`config.mk`:
```
export PLATFORM = sky130hd
export DESIGN_NAME = vsd_top
export DESIGN_NICKNAME = d
export VERILOG_FILES = /design/src/vsd_pkg.sv /design/src/vsd_board_select.sv /design/src/vsd_cycle_arbiter.sv /design/src/vsd_top.sv
export SDC_FILE = /design/constraint.sdc
export NUM_CORES = 1
export LEC_CHECK = 0
export ABC_AREA = 1
export BUFFER_PORTS_ARGS = -buffer_cell sky130_fd_sc_hd__buf_2
export CORE_AREA = 3 3 131 133
export CTS_CLUSTER_SIZE = 20
export DETAILED_ROUTE_END_ITERATION = 10
export DIE_AREA = 0 0 134 136
export GPL_TIMING_DRIVEN = 0
export PLACE_DENSITY_LB_ADDON = 0.05
export SLEW_MARGIN = 40
export SYNTH_ARGS = -nofsm -noshare
export SYNTH_HDL_FRONTEND = slang
export SYNTH_SLANG_ARGS = --single-unit
```
`constraint.sdc`:
```
create_clock -name i_sys_clk -period 4.15 [get_ports i_sys_clk]
set_input_delay 1.0375 -clock i_sys_clk [delete_from_list [all_inputs] [get_ports i_sys_clk]]
set_output_delay 1.0375 -clock i_sys_clk [all_outputs]
set_load 0.01 [all_outputs]
```
`src/vsd_pkg.sv`:
```
`default_nettype none
package vsd_pkg;
	// ****************************************
	// Clocking
	// ****************************************
	localparam int SYS_CLK_HZ = 20_000_000;
	localparam int INT_CLK_HZ = 8_000_000;
	localparam int TICK_UNIT_HZ = 1_000_000;
	localparam int TICK_STEP = INT_CLK_HZ / TICK_UNIT_HZ;
	localparam int TICK_MOD = SYS_CLK_HZ / TICK_UNIT_HZ;
	localparam int CYCLE_TICKS = 2;

	// ****************************************
	// Local offsets and spans
	// ****************************************
	localparam logic [17:0] OFF_SCSI_BUF = 18'h00000;
	localparam logic [17:0] SIZE_SCSI_BUF = 18'h10000;
	localparam logic [17:0] OFF_CHIP = 18'h10000;
	localparam logic [17:0] SIZE_CHIP = 18'h00008;
	localparam logic [17:0] OFF_DMA_ADDR = 18'h1000a;
	localparam logic [17:0] OFF_DMA_CNT = 18'h1000e;
	localparam logic [17:0] OFF_SCSI_CSR = 18'h1001a;
	localparam logic [17:0] OFF_VEC2 = 18'h1001e;
	localparam logic [17:0] OFF_ETH_CSR = 18'h1ff02;
	localparam logic [17:0] OFF_VEC3 = 18'h1ff12;
	localparam logic [17:0] OFF_ETH_BUF = 18'h20000;
	localparam logic [17:0] SIZE_ETH_BUF = 18'h20000;

	// ****************************************
	// Fields and reset values
	// ****************************************
	localparam int SCSI_RST_B_BIT = 0;
	localparam int SCSI_IE_BIT = 2;
	localparam int SCSI_SEND_BIT = 3;
	localparam int SCSI_IRQ_BIT = 9;
	localparam logic [15:0] SCSI_CSR_ONES = 16'h0402;
	localparam int ETH_IRQ_BIT = 8;
	localparam int ETH_IE_BIT = 12;
	localparam int ETH_CA_BIT = 13;
	localparam int ETH_LB_BIT = 14;
	localparam int ETH_RST_BIT = 15;
	localparam logic [7:0] VEC_RST = 8'h00;
	localparam logic [15:0] WORD_RST = 16'h0000;
	localparam int MODE_SW = 0;
	localparam int LOW_SW_FIRST = 2;
	localparam logic [2:0] LVL_SCSI = 3'h2;
	localparam logic [2:0] LVL_ETH = 3'h3;

	// ****************************************
	// Arbiter slots, highest priority first
	// ****************************************
	localparam int NUM_REQ = 4;
	localparam int REQ_ETH = 0;
	localparam int REQ_SCSI = 1;
	localparam int REQ_VME = 2;
	localparam int REQ_IACK = 3;

	typedef enum logic [2:0] {
		OWN_NONE, OWN_ETH, OWN_SCSI, OWN_VME, OWN_IACK
	} vsd_owner_type;

	typedef struct packed {
		vsd_owner_type owner;
		logic [17:0] addr;
		logic write;
		logic [15:0] wdata;
	} vsd_cycle_type;
endpackage
`default_nettype wire

```
`src/vsd_board_select.sv`:
```
`default_nettype none
module vsd_board_select import vsd_pkg::*; (
	// Switch packs, 1 = open
	input wire logic [7:0] i_low_address_switch_pack,
	input wire logic [7:0] i_high_address_switch_pack,
	// Incoming address
	input wire logic [31:18] i_addr,
	// Result
	output logic o_wide_mode,
	output logic o_board_sel
);
	logic [31:18] expect_w;
	logic [31:18] mask_w;

	// Closed mode switch selects 32-bit compare
	assign o_wide_mode = ~i_low_address_switch_pack[MODE_SW];
	// Open switch expects 1, closed expects 0
	assign expect_w = {i_high_address_switch_pack,
		i_low_address_switch_pack[7:LOW_SW_FIRST]};
	assign mask_w = o_wide_mode ? 14'h3fff : 14'h003f;
	assign o_board_sel = &(~(expect_w ^ i_addr) | ~mask_w);
endmodule
`default_nettype wire

```
`src/vsd_cycle_arbiter.sv`:
```
`default_nettype none
module vsd_cycle_arbiter import vsd_pkg::*; #(
	parameter int N = NUM_REQ,
	parameter int TICKS = CYCLE_TICKS
) (
	// Clock and reset
	input wire logic i_sys_clk,
	input wire logic i_rst_b,
	// Requests, bit 0 highest
	input wire logic i_tick,
	input wire logic [N-1:0] i_req,
	// Grant
	output logic [N-1:0] o_grant,
	output logic o_done
);
	localparam int CW = $clog2(TICKS + 1);

	function automatic logic [N-1:0] first_one(input logic [N-1:0] r);
		logic [N-1:0] g;
		g = '0;
		for (int k = N - 1; k >= 0; k--) begin
			if (r[k]) begin
				g = '0;
				g[k] = 1'b1;
			end
		end
		return g;
	endfunction

	logic [N-1:0] grant_r;
	logic [CW-1:0] cnt_r;
	logic idle_w;

	assign idle_w = ~|grant_r;
	assign o_grant = grant_r;
	assign o_done = i_tick & ~idle_w & (cnt_r == CW'(TICKS - 1));

	// One cycle at a time; new grants only when idle
	always_ff @(posedge i_sys_clk or negedge i_rst_b) begin
		if (!i_rst_b) begin
			grant_r <= '0;
			cnt_r <= '0;
		end else if (i_tick) begin
			if (idle_w) begin
				grant_r <= first_one(i_req);
				cnt_r <= '0;
			end else if (o_done) begin
				grant_r <= '0;
			end else begin
				cnt_r <= cnt_r + 1'b1;
			end
		end
	end

	a_grant_onehot: assert property (@(posedge i_sys_clk) disable iff (!i_rst_b)
		$onehot0(grant_r)) else $error("more than one grant");
	a_top_priority: assert property (@(posedge i_sys_clk) disable iff (!i_rst_b)
		i_tick && idle_w && i_req[0] |=> grant_r[0])
		else $error("highest request not granted");
	a_hold_grant: assert property (@(posedge i_sys_clk) disable iff (!i_rst_b)
		!idle_w && !o_done |=> $stable(grant_r))
		else $error("grant changed mid cycle");
endmodule
`default_nettype wire

```
`src/vsd_top.sv`:
```
`default_nettype none
module vsd_top import vsd_pkg::*; (
	// Clock and reset
	input wire logic i_sys_clk,
	input wire logic i_rst_b,
	// Address switches, 1 = open
	input wire logic [7:0] i_low_address_switch_pack,
	input wire logic [7:0] i_high_address_switch_pack,
	// Bus slave
	input wire logic i_vme_as,
	input wire logic i_vme_iack,
	input wire logic [2:0] i_vme_iack_level,
	input wire logic i_vme_write,
	input wire logic [31:0] i_vme_addr,
	input wire logic [15:0] i_vme_data,
	output logic [15:0] o_vme_data,
	output logic o_vme_data_oe_b,
	output logic o_vme_dtack,
	output logic o_vme_irq2,
	output logic o_vme_irq3,
	// DMA sources
	input wire logic i_eth_dma_req,
	input wire logic i_eth_dma_write,
	input wire logic [16:0] i_eth_dma_offset,
	input wire logic [15:0] i_eth_dma_wdata,
	output logic o_eth_dma_ack,
	input wire logic i_byte_transfer_request,
	input wire logic [7:0] i_scsi_dma_wdata,
	output logic o_scsi_dma_ack,
	output logic o_scsi_eop,
	// Chip control and status
	input wire logic i_scsi_controller_window_chip_irq,
	input wire logic i_ethernet_link_controller_chip_irq,
	output logic o_scsi_chip_reset_b,
	output logic o_scsi_send,
	output logic o_eth_chip_reset,
	output logic o_eth_channel_attention,
	output logic o_eth_loopback,
	// Buffer and chip cycle port
	output vsd_cycle_type o_cycle,
	input wire logic [15:0] i_mem_rdata
);
	// ****************************************
	// Internal 8 MHz tick
	// ****************************************
	logic [4:0] acc_r;
	logic [5:0] acc_sum_w;
	logic tick_w;

	assign acc_sum_w = {1'b0, acc_r} + 6'(TICK_STEP);
	assign tick_w = acc_sum_w >= 6'(TICK_MOD);

	always_ff @(posedge i_sys_clk or negedge i_rst_b) begin
		if (!i_rst_b) begin
			acc_r <= '0;
		end else begin
			acc_r <= tick_w ? 5'(acc_sum_w - 6'(TICK_MOD)) : acc_sum_w[4:0];
		end
	end

	// ****************************************
	// Board select and local decode
	// ****************************************
	logic wide_w;
	logic sel_w;
	logic [17:0] loc_w;

	vsd_board_select u_sel (
		.i_low_address_switch_pack(i_low_address_switch_pack),
		.i_high_address_switch_pack(i_high_address_switch_pack),
		.i_addr(i_vme_addr[31:18]),
		.o_wide_mode(wide_w),
		.o_board_sel(sel_w)
	);

	assign loc_w = i_vme_addr[17:0];

	function automatic logic in_span(input logic [17:0] a,
		input logic [17:0] base, input logic [17:0] size);
		logic [18:0] off;
		off = {1'b0, a} - {1'b0, base};
		return (a >= base) && (off < {1'b0, size});
	endfunction

	logic hit_mem_w;
	assign hit_mem_w = in_span(loc_w, OFF_ETH_BUF, SIZE_ETH_BUF)
		| in_span(loc_w, OFF_SCSI_BUF, SIZE_SCSI_BUF)
		| in_span(loc_w, OFF_CHIP, SIZE_CHIP);

	// ****************************************
	// Control registers
	// ****************************************
	logic scsi_rst_b_r, scsi_ie_r, scsi_send_r;
	logic eth_ie_r, eth_lb_r, eth_rst_r, eth_ca_r;
	logic [7:0] vec2_r, vec3_r;
	logic [15:0] dma_addr_r, dma_cnt_r;
	logic irq2_r, irq3_r;

	assign o_scsi_chip_reset_b = scsi_rst_b_r;
	assign o_scsi_send = scsi_send_r;
	assign o_eth_chip_reset = eth_rst_r;
	assign o_eth_loopback = eth_lb_r;
	assign o_eth_channel_attention = eth_ca_r;
	assign o_vme_irq2 = irq2_r;
	assign o_vme_irq3 = irq3_r;

	logic [15:0] scsi_csr_w, eth_csr_w, reg_rd_w;
	always_comb begin
		scsi_csr_w = SCSI_CSR_ONES;
		scsi_csr_w[SCSI_RST_B_BIT] = scsi_rst_b_r;
		scsi_csr_w[SCSI_IE_BIT] = scsi_ie_r;
		scsi_csr_w[SCSI_SEND_BIT] = scsi_send_r;
		scsi_csr_w[SCSI_IRQ_BIT] = i_scsi_controller_window_chip_irq;
		eth_csr_w = WORD_RST;
		eth_csr_w[ETH_IRQ_BIT] = i_ethernet_link_controller_chip_irq;
		eth_csr_w[ETH_IE_BIT] = eth_ie_r;
		eth_csr_w[ETH_LB_BIT] = eth_lb_r;
		eth_csr_w[ETH_RST_BIT] = eth_rst_r;
	end

	always_comb begin
		case (loc_w)
			OFF_SCSI_CSR: reg_rd_w = scsi_csr_w;
			OFF_ETH_CSR: reg_rd_w = eth_csr_w;
			OFF_DMA_ADDR: reg_rd_w = dma_addr_r;
			OFF_DMA_CNT: reg_rd_w = dma_cnt_r;
			OFF_VEC2: reg_rd_w = {8'h00, vec2_r};
			OFF_VEC3: reg_rd_w = {8'h00, vec3_r};
			default: reg_rd_w = WORD_RST;
		endcase
	end

	// ****************************************
	// Requests and arbitration
	// ****************************************
	logic eth_pend_r, scsi_pend_r, dtack_r;
	logic iack_ours_w;
	logic [NUM_REQ-1:0] req_w, grant_w;
	logic done_w;

	assign iack_ours_w = ((i_vme_iack_level == LVL_SCSI) & irq2_r)
		| ((i_vme_iack_level == LVL_ETH) & irq3_r);
	assign req_w[REQ_ETH] = eth_pend_r;
	assign req_w[REQ_SCSI] = scsi_pend_r;
	assign req_w[REQ_VME] = i_vme_as & ~i_vme_iack & sel_w & ~dtack_r;
	assign req_w[REQ_IACK] = i_vme_as & i_vme_iack & iack_ours_w & ~dtack_r;

	vsd_cycle_arbiter #(
		.N(NUM_REQ),
		.TICKS(CYCLE_TICKS)
	) u_arb (
		.i_sys_clk(i_sys_clk),
		.i_rst_b(i_rst_b),
		.i_tick(tick_w),
		.i_req(req_w),
		.o_grant(grant_w),
		.o_done(done_w)
	);

	logic eth_done_w, scsi_done_w, vme_done_w, iack_done_w, reg_wr_w;
	assign eth_done_w = done_w & grant_w[REQ_ETH];
	assign scsi_done_w = done_w & grant_w[REQ_SCSI];
	assign vme_done_w = done_w & grant_w[REQ_VME];
	assign iack_done_w = done_w & grant_w[REQ_IACK];
	assign reg_wr_w = vme_done_w & i_vme_write & ~hit_mem_w;
	assign o_eth_dma_ack = eth_done_w;
	assign o_scsi_dma_ack = scsi_done_w;

	// Cycle port driven from the granted owner; a VME grant drives it only on buffer and chip window hits
	always_comb begin
		o_cycle = '0;
		if (grant_w[REQ_ETH]) begin
			o_cycle.owner = OWN_ETH;
			o_cycle.addr = OFF_ETH_BUF | {1'b0, i_eth_dma_offset};
			o_cycle.write = i_eth_dma_write;
			o_cycle.wdata = i_eth_dma_wdata;
		end else if (grant_w[REQ_SCSI]) begin
			o_cycle.owner = OWN_SCSI;
			o_cycle.addr = OFF_SCSI_BUF | {2'b00, dma_addr_r};
			o_cycle.write = ~scsi_send_r;
			o_cycle.wdata = {8'h00, i_scsi_dma_wdata};
		end else if (grant_w[REQ_VME] & hit_mem_w) begin
			o_cycle.owner = OWN_VME;
			o_cycle.addr = loc_w;
			o_cycle.write = i_vme_write;
			o_cycle.wdata = i_vme_data;
		end else if (grant_w[REQ_IACK]) begin
			o_cycle.owner = OWN_IACK;
		end
	end

	// ****************************************
	// Pending DMA bytes and answer path
	// ****************************************
	always_ff @(posedge i_sys_clk or negedge i_rst_b) begin
		if (!i_rst_b) begin
			eth_pend_r <= 1'b0;
			scsi_pend_r <= 1'b0;
		end else begin
			eth_pend_r <= i_eth_dma_req | (eth_pend_r & ~eth_done_w);
			scsi_pend_r <= i_byte_transfer_request
				| (scsi_pend_r & ~scsi_done_w);
		end
	end

	always_ff @(posedge i_sys_clk or negedge i_rst_b) begin
		if (!i_rst_b) begin
			dtack_r <= 1'b0;
			o_vme_data <= WORD_RST;
			o_vme_data_oe_b <= 1'b1;
		end else if (!i_vme_as) begin
			dtack_r <= 1'b0;
			o_vme_data_oe_b <= 1'b1;
		end else if (iack_done_w) begin
			dtack_r <= 1'b1;
			o_vme_data_oe_b <= 1'b0;
			o_vme_data <= {8'h00, (i_vme_iack_level == LVL_SCSI) ?
				vec2_r : vec3_r};
		end else if (vme_done_w) begin
			dtack_r <= 1'b1;
			o_vme_data_oe_b <= i_vme_write;
			o_vme_data <= hit_mem_w ? i_mem_rdata : reg_rd_w;
		end
	end
	assign o_vme_dtack = dtack_r;

	// ****************************************
	// Register writes and SCSI DMA counters
	// ****************************************
	always_ff @(posedge i_sys_clk or negedge i_rst_b) begin
		if (!i_rst_b) begin
			scsi_rst_b_r <= 1'b0;
			scsi_ie_r <= 1'b0;
			scsi_send_r <= 1'b0;
			eth_ie_r <= 1'b0;
			eth_lb_r <= 1'b0;
			eth_rst_r <= 1'b0;
			eth_ca_r <= 1'b0;
			vec2_r <= VEC_RST;
			vec3_r <= VEC_RST;
			dma_addr_r <= WORD_RST;
			dma_cnt_r <= WORD_RST;
			o_scsi_eop <= 1'b0;
		end else begin
			eth_ca_r <= reg_wr_w & (loc_w == OFF_ETH_CSR)
				& i_vme_data[ETH_CA_BIT];
			o_scsi_eop <= scsi_done_w & (dma_cnt_r == 16'h0001);
			if (reg_wr_w && loc_w == OFF_SCSI_CSR) begin
				scsi_rst_b_r <= i_vme_data[SCSI_RST_B_BIT];
				scsi_ie_r <= i_vme_data[SCSI_IE_BIT];
				scsi_send_r <= i_vme_data[SCSI_SEND_BIT];
			end
			if (reg_wr_w && loc_w == OFF_ETH_CSR) begin
				eth_ie_r <= i_vme_data[ETH_IE_BIT];
				eth_lb_r <= i_vme_data[ETH_LB_BIT];
				eth_rst_r <= i_vme_data[ETH_RST_BIT];
			end
			if (reg_wr_w && loc_w == OFF_VEC2) begin
				vec2_r <= i_vme_data[7:0];
			end
			if (reg_wr_w && loc_w == OFF_VEC3) begin
				vec3_r <= i_vme_data[7:0];
			end
			if (reg_wr_w && loc_w == OFF_DMA_ADDR) begin
				dma_addr_r <= i_vme_data;
			end else if (scsi_done_w) begin
				dma_addr_r <= dma_addr_r + 16'h0001;
			end
			if (reg_wr_w && loc_w == OFF_DMA_CNT) begin
				dma_cnt_r <= i_vme_data;
			end else if (scsi_done_w) begin
				dma_cnt_r <= dma_cnt_r - 16'h0001;
			end
		end
	end

	// ****************************************
	// Interrupt levels
	// ****************************************
	always_ff @(posedge i_sys_clk or negedge i_rst_b) begin
		if (!i_rst_b) begin
			irq2_r <= 1'b0;
			irq3_r <= 1'b0;
		end else begin
			irq2_r <= i_scsi_controller_window_chip_irq & scsi_ie_r;
			irq3_r <= i_ethernet_link_controller_chip_irq & eth_ie_r;
		end
	end

	a_irq2_gate: assert property (@(posedge i_sys_clk) disable iff (!i_rst_b)
		o_vme_irq2 == $past(i_scsi_controller_window_chip_irq & scsi_ie_r))
		else $error("level 2 request wrong");
	a_irq3_gate: assert property (@(posedge i_sys_clk) disable iff (!i_rst_b)
		o_vme_irq3 == $past(i_ethernet_link_controller_chip_irq & eth_ie_r))
		else $error("level 3 request wrong");
	a_iack_vector: assert property (@(posedge i_sys_clk) disable iff (!i_rst_b)
		iack_done_w && i_vme_as && i_vme_iack_level == LVL_ETH |=>
		o_vme_dtack && o_vme_data[7:0] == vec3_r && !o_vme_data_oe_b)
		else $error("level 3 vector not driven");
	a_narrow_select: assert property (@(posedge i_sys_clk) disable iff (!i_rst_b)
		!wide_w && i_vme_addr[23:18] == i_low_address_switch_pack[7:2]
		|-> sel_w) else $error("24-bit match not selected");
	a_wide_reject: assert property (@(posedge i_sys_clk) disable iff (!i_rst_b)
		wide_w && i_vme_addr[31:24] != i_high_address_switch_pack
		|-> !sel_w) else $error("32-bit mismatch selected");
	a_tick_rate: assert property (@(posedge i_sys_clk) disable iff (!i_rst_b)
		tick_w |=> !tick_w) else $error("tick too fast");
	a_dma_count: assert property (@(posedge i_sys_clk) disable iff (!i_rst_b)
		scsi_done_w && !reg_wr_w |=> dma_cnt_r == $past(dma_cnt_r) - 16'h0001
		&& dma_addr_r == $past(dma_addr_r) + 16'h0001)
		else $error("dma counters not stepped");
endmodule
`default_nettype wire
```
* Word level (Yosys, flattened, before mapping) *
Cells that the tools add are included.

operators by class
  eq/ne operators = 13
  reductions and logical operators = 17
  muxes and demuxes = 30
  $lt $le $gt $ge = 7
  bitwise gates (word level) = 39
  add/subtract/negate cells = 7

operator list
  operator                  number
  $mux W16                  7
  $eq A18 B17 Y1 const B    6
  $pmux W16 S6              1
  $mux W38                  2
  $mux W35                  1
  $not A14 Y14              2
  $and A1 B1 Y1             24
  $mux W4                   6
  $lt A19 B18 Y1 const B    1
  $lt A19 B4 Y1 const B     1
  $sub A18 B17 Y19 const B  1
  $sub A18 B18 Y19 const B  1
  $ge A18 B1 Y1 const B     1
  $ge A18 B17 Y1 const B    1
  $ge A18 B18 Y1 const B    1
  $lt A18 B17 Y1 const B    1
  $add A16 B1 Y16 const B   1
  $eq A16 B1 Y1 const B     1
  $sub A16 B1 Y16 const B   1
  $mux W14                  1
  $or A14 B14 Y14           1
  $reduce_and A14 Y1        1
  $xor A14 B14 Y14          1
  $logic_and A1 B1 Y1       9
  other kinds (18)          40

word-level totals
  bits in registers = 89
  input bits = 134
  word-level logic and storage cells = 135
  output and inout bits = 66

* Depth between registers and ports, before layout *
  depth after elaboration = 10
  depth in mapped cells = 14
  mapped depth without buffers = 13

* By module *
From an unflattened synthesis, not the netlist that was laid out.

unflattened totals
  cell total of the unflattened synthesis = 976
  area, all modules = 6522.5 sq um

modules (own cells, without submodules)
  module             times used  cells each  seq. area each (sq um)  area each (sq um)
  vsd_top            1           859         2028.2                  5878.1
  vsd_cycle_arbiter  1           51          150.1                   356.6
  vsd_board_select   1           66          0.0                     287.8

* Worst setup path before layout *
No wires, ideal clock.

  kind = input-to-output
  start = input port i_vme_addr[17]
  end = output port o_cycle[16] (netlist bit)
  slack = 0.758 ns
  cell stages on the path = 11
  arrival = 2.355 ns
  buffers on the path = 1
  required time = 3.113 ns
  cell sequence = inv_1 -> ha_1 -> nand3_1 -> nor2_1 -> nand3_1 -> nand2_2 -> nand2_2 -> nor2_4 -> buf_4 -> nand2_1 -> a21oi_1

RTL lines
  element             RTL line       text
  start: declaration  vsd_top.sv:14  input wire logic [31:0] i_vme_addr,
  end: declaration    vsd_top.sv:40  output vsd_cycle_type o_cycle,

==> impl_metrics.json <==
{
  "worst-r2r-cell-count": 9,
  "worst_slew_pin_slew_ps": 736,
  "cts_resized": 0,
  "drt_drc_violations_left": 0,
  "slew-limit-headroom": 0.510,
  "syn_nets": 1090,
  "design.core.area_um2": 15900,
  "max_cap_viol": 0,
  "tritoncts_clock_tree": "built",
  "ir_drop_mv": 0.201,
  "clock_tree.htree_level_count": 3,
  "dp_hpwl_um": 19000,
  "mappedNetlistArea_um2": 6360,
  "postCtsHoldBufs": 0,
  "clock_skew_ps": 8.79,
  "grt_max_degree": 48,
  "timing.reg2reg.setup_slack_ps": 1510,
  "path_cells": "buf_2 > inv_1 > ha_1 > nand3_1 > nor2_1 > nand3_1 > nand2_2 > nand2_2 > inv_1 > nand2_1 > o21ai_0 > buf_2",
  "netlist_instances": 946,
  "pwr-share-seq": 0.338,
  "class_of_the_tightest_hold_or_removal_check": "flip-flop to flip-flop",
  "intPower_mw": 1.65,
  "floorplan.rows": 46,
  "kind_of_capture_point_of_the_worst_setup_path": "output pin",
  "whs_endpoint": "o_vme_data[6]",
  "critical_path.startpoint_type": "input pin",
  "cts_root_buffer": "sky130_fd_sc_hd__clkbuf_16",
  "net-switching-power_mw": 1.02,
  "gpl.final_weighted_congestion": 0.950,
  "period_needed_ps": 3950,
  "clk_pin_slew_ps": 70,
  "dieArea_um2": 18200,
  "final_layout_size_suffix_gt1_frac": 0.235,
  "final_critical_path_setup_slack_ps": 198,
  "timing.critical_path.slowest_cell_delay_ps": 280,
  "ant_nets": 0,
  "status": "complete, no violations",
  "min-delay-start": "o_vme_data[6]",
  "design.final.nets": 1300,
  "detail_routed_net_length_per_standard_cell_um": 17.7,
  "antenna_found_initial": 0,
  "clock.fmax_mhz": 253,
  "post_synthesis_sequential_area_ratio": 0.342,
  "worst_path_dominant_cell_family": "simple AND/OR/NAND/NOR gates",
  "worst_r2r_end": "dma_addr_r[8]",
  "diodes": 0,
  "crit_arrival_ps": 2910,
  "detailedRoute.firstIterationViolations": 517,
  "required_ps": 3110,
  "post-cts-setup-buffers": 0,
  "io_pins": 200,
  "cellPowerDensity_nw_per_um2": 336,
  "library_cells_used_by_synthesis": 40,
  "timing_hold_violations_final": 0,
  "grt_overflow_total": 0,
  "grt_pass1_wl_um": 37700,
  "synth-seq-cells": 87,
  "first_global_vias": 6949,
  "critical_path_buf_inv_count": 4,
  "routed_via_density": 5.24,
  "share_comb_of_total_power": 0.368,
  "yosys_warnings": 0,
  "p_clk_frac": 0.294,
  "initial_drt_pass_iterations": 5,
  "clock_sink_count": 87,
  "cts_buffers": 9,
  "whs_path_depth": 2,
  "timing.final.setup_violations": 0,
  "critical_path_peak_fanout": 8,
  "dieWidth_um": 134,
  "total_routing_usage_reported_by_global_routing": 0.268,
  "avgSynthCellArea_um2": 6.72,
  "layout_worst_path_cycle_share": 0.952,
  "initial_standard_cell_utilization_of_the_core": 0.399,
  "synthToLayoutAreaGrowth_pct": 24.7,
  "ctsLongestPathBuffers": 2,
  "number_of_pins_exceeding_their_max_slew_limit_in_the_final_report": 0,
  "regToRegStartpoint": "acc_r[2]",
  "setup.worst_path.class": "input pin to output pin",
  "count_of_input_and_output_buffers": 198,
  "worstSkewPairLatency_ps": 360,
  "total_number_of_vias": 7205,
  "wirelength_um": 24300,
  "rsz_0062_raised_after_global_routing": "no",
  "cpMaxStageDelayCell": "sky130_fd_sc_hd__inv_1",
  "power.switching_fraction": 0.383,
  "dieHeight_um": 136,
  "pre_cts_slack_ps": 195,
  "p_leak_nw": 4.20,
  "setup_tns_ps": 0
}
-- power by group through the flow --
stage | sequential (mW) | clock, mW | combinational, mW
after global placement | 0.915 | 0 | 0.983
after floorplan | 0.910 | 0 | 0.565
after detailed placement | 0.916 | 0 | 0.987
after CTS | 0.900 | 0.794 | 0.990
after global routing | 0.904 | 0.829 | 1.09
final | 0.900 | 0.784 | 0.981
-- sequential cells by signal (all words and copies together) (netlist names), 2 cells and up --
name,flops
acc_r,3
dma_addr_r,16
dma_cnt_r,16
o_vme_data,16
u_arb.cnt_r,2
u_arb.o_grant,4
vec2_r,8
vec3_r,8
-- cell usage after synthesis (all sizes together) --
cell type | instances | area [µm²]
a211oi | 8 | 60.1
a21o | 1 | 7.51
a21oi | 63 | 319
buf | 23 | 153
clkbuf | 16 | 61.3
clkinv | 4 | 17.5
dfrtp | 86 | 2150
dfstp | 1 | 26.3
fa | 1 | 20.0
ha | 9 | 113
inv | 75 | 282
nand2 | 277 | 1050
nand3 | 137 | 738
nand3b | 5 | 37.5
nand4 | 26 | 175
nor2 | 111 | 479
nor3 | 12 | 65.1
nor3b | 1 | 7.51
nor4 | 3 | 18.8
o211ai | 3 | 22.5
o21a | 1 | 7.51
o21ai | 47 | 235
o21bai | 1 | 7.51
o22ai | 2 | 12.5
xnor2 | 14 | 123
xor2 | 19 | 166
-- metrics by stage --
stage	utilization	power, mW	hold slack [ps]	instances	area (µm²)
2_1_floorplan	-	1.48	446	946	6360
3_3_place_gp	0.478	1.90	460	1360	7620
3_5_place_dp	0.480	1.90	461	1361	7660
4_1_cts	0.497	2.68	480	1376	7930
5_1_grt	0.497	2.83	499	1376	7930
6_report	0.497	2.67	474	1376	7930
-- worst register-to-register path: stages (launching register included) --
cell and delay [ps]:
sky130_fd_sc_hd__dfrtp_1 380, sky130_fd_sc_hd__inv_1 60, sky130_fd_sc_hd__ha_1 220, sky130_fd_sc_hd__fa_1 380, sky130_fd_sc_hd__nand2_2 210, sky130_fd_sc_hd__nand4_2 300, sky130_fd_sc_hd__clkinv_1 290, sky130_fd_sc_hd__clkbuf_1 460
sky130_fd_sc_hd__nand3_1 150, sky130_fd_sc_hd__nand3_1 110
-- kinds of logic (layout without fill, tap and decap cells) --
group,count (synthesis),in the layout,synth area share
simple gates,572,572,0.405
compound gates,126,126,0.106
buf+inv,118,332,0.0806
flops,87,87,0.342
xor+xnor,33,33,0.0454
fa+ha+maj,10,10,0.0209
-- worst max-delay path by stage --
stage / start / endpoint / cells after the start
after floorplan: i_vme_addr[17] / o_cycle[16] / 11
after global placement: i_vme_addr[16] / o_cycle[19] / 13
after detailed placement: i_vme_addr[16] / o_cycle[19] / 13
after CTS: i_vme_addr[16] / o_cycle[19] / 13
after global routing: i_vme_addr[16] / o_cycle[19] / 13
final: i_vme_addr[16] / o_cycle[9] / 12
-- cell type report --
cell class,instances,area [µm²]
Buffer,39,214
Inverter,79,299
Clock buffer,9,225
Fill cell,1736,8010
Timing Repair Buffer,199,1030
Clock inverter,6,46.3
Sequential cell,87,2180
Tap cell,216,270
Multi-Input combinational cell,741,3670
-- layer usage --
metal	part of all wire	track usage	vias to the layer above	wire (µm)
met2	0.49	0.464	258	11900
met4	0.015	0.0703	0	377
met5	0	0	-	0
li1	-	-	3537	-
met1	0.43	0.353	3381	10400
met3	0.065	0.0385	29	1570
-- cell usage in the layout, fill, tap and decap left out, types with 2 or more instances in the layout --
cell type	count
sky130_fd_sc_hd__clkbuf_1	15
sky130_fd_sc_hd__buf_4	5
sky130_fd_sc_hd__nor3_1	11
sky130_fd_sc_hd__inv_2	5
sky130_fd_sc_hd__o22ai_1	2
sky130_fd_sc_hd__nor2_4	6
sky130_fd_sc_hd__nand2_2	3
sky130_fd_sc_hd__buf_2	211
sky130_fd_sc_hd__nand3_4	3
sky130_fd_sc_hd__nand4_1	24
sky130_fd_sc_hd__clkinv_1	2
sky130_fd_sc_hd__a21oi_1	62
sky130_fd_sc_hd__inv_6	2
sky130_fd_sc_hd__nand2_1	273
sky130_fd_sc_hd__inv_1	70
sky130_fd_sc_hd__nand3_1	131
sky130_fd_sc_hd__nand3_2	3
sky130_fd_sc_hd__ha_1	9
sky130_fd_sc_hd__nand4_2	2
sky130_fd_sc_hd__o211ai_1	3
sky130_fd_sc_hd__nor2_1	98
sky130_fd_sc_hd__clkinv_2	3
sky130_fd_sc_hd__a211oi_1	8
sky130_fd_sc_hd__o21ai_0	47
sky130_fd_sc_hd__xnor2_1	14
sky130_fd_sc_hd__nor2_2	7
sky130_fd_sc_hd__buf_6	4
sky130_fd_sc_hd__nand3b_1	5
sky130_fd_sc_hd__clkinvlp_4	2
sky130_fd_sc_hd__xor2_1	19
sky130_fd_sc_hd__dfrtp_1	86
sky130_fd_sc_hd__clkbuf_16	9
sky130_fd_sc_hd__nor4_1	3
Power figures use the tool's default switching activity.
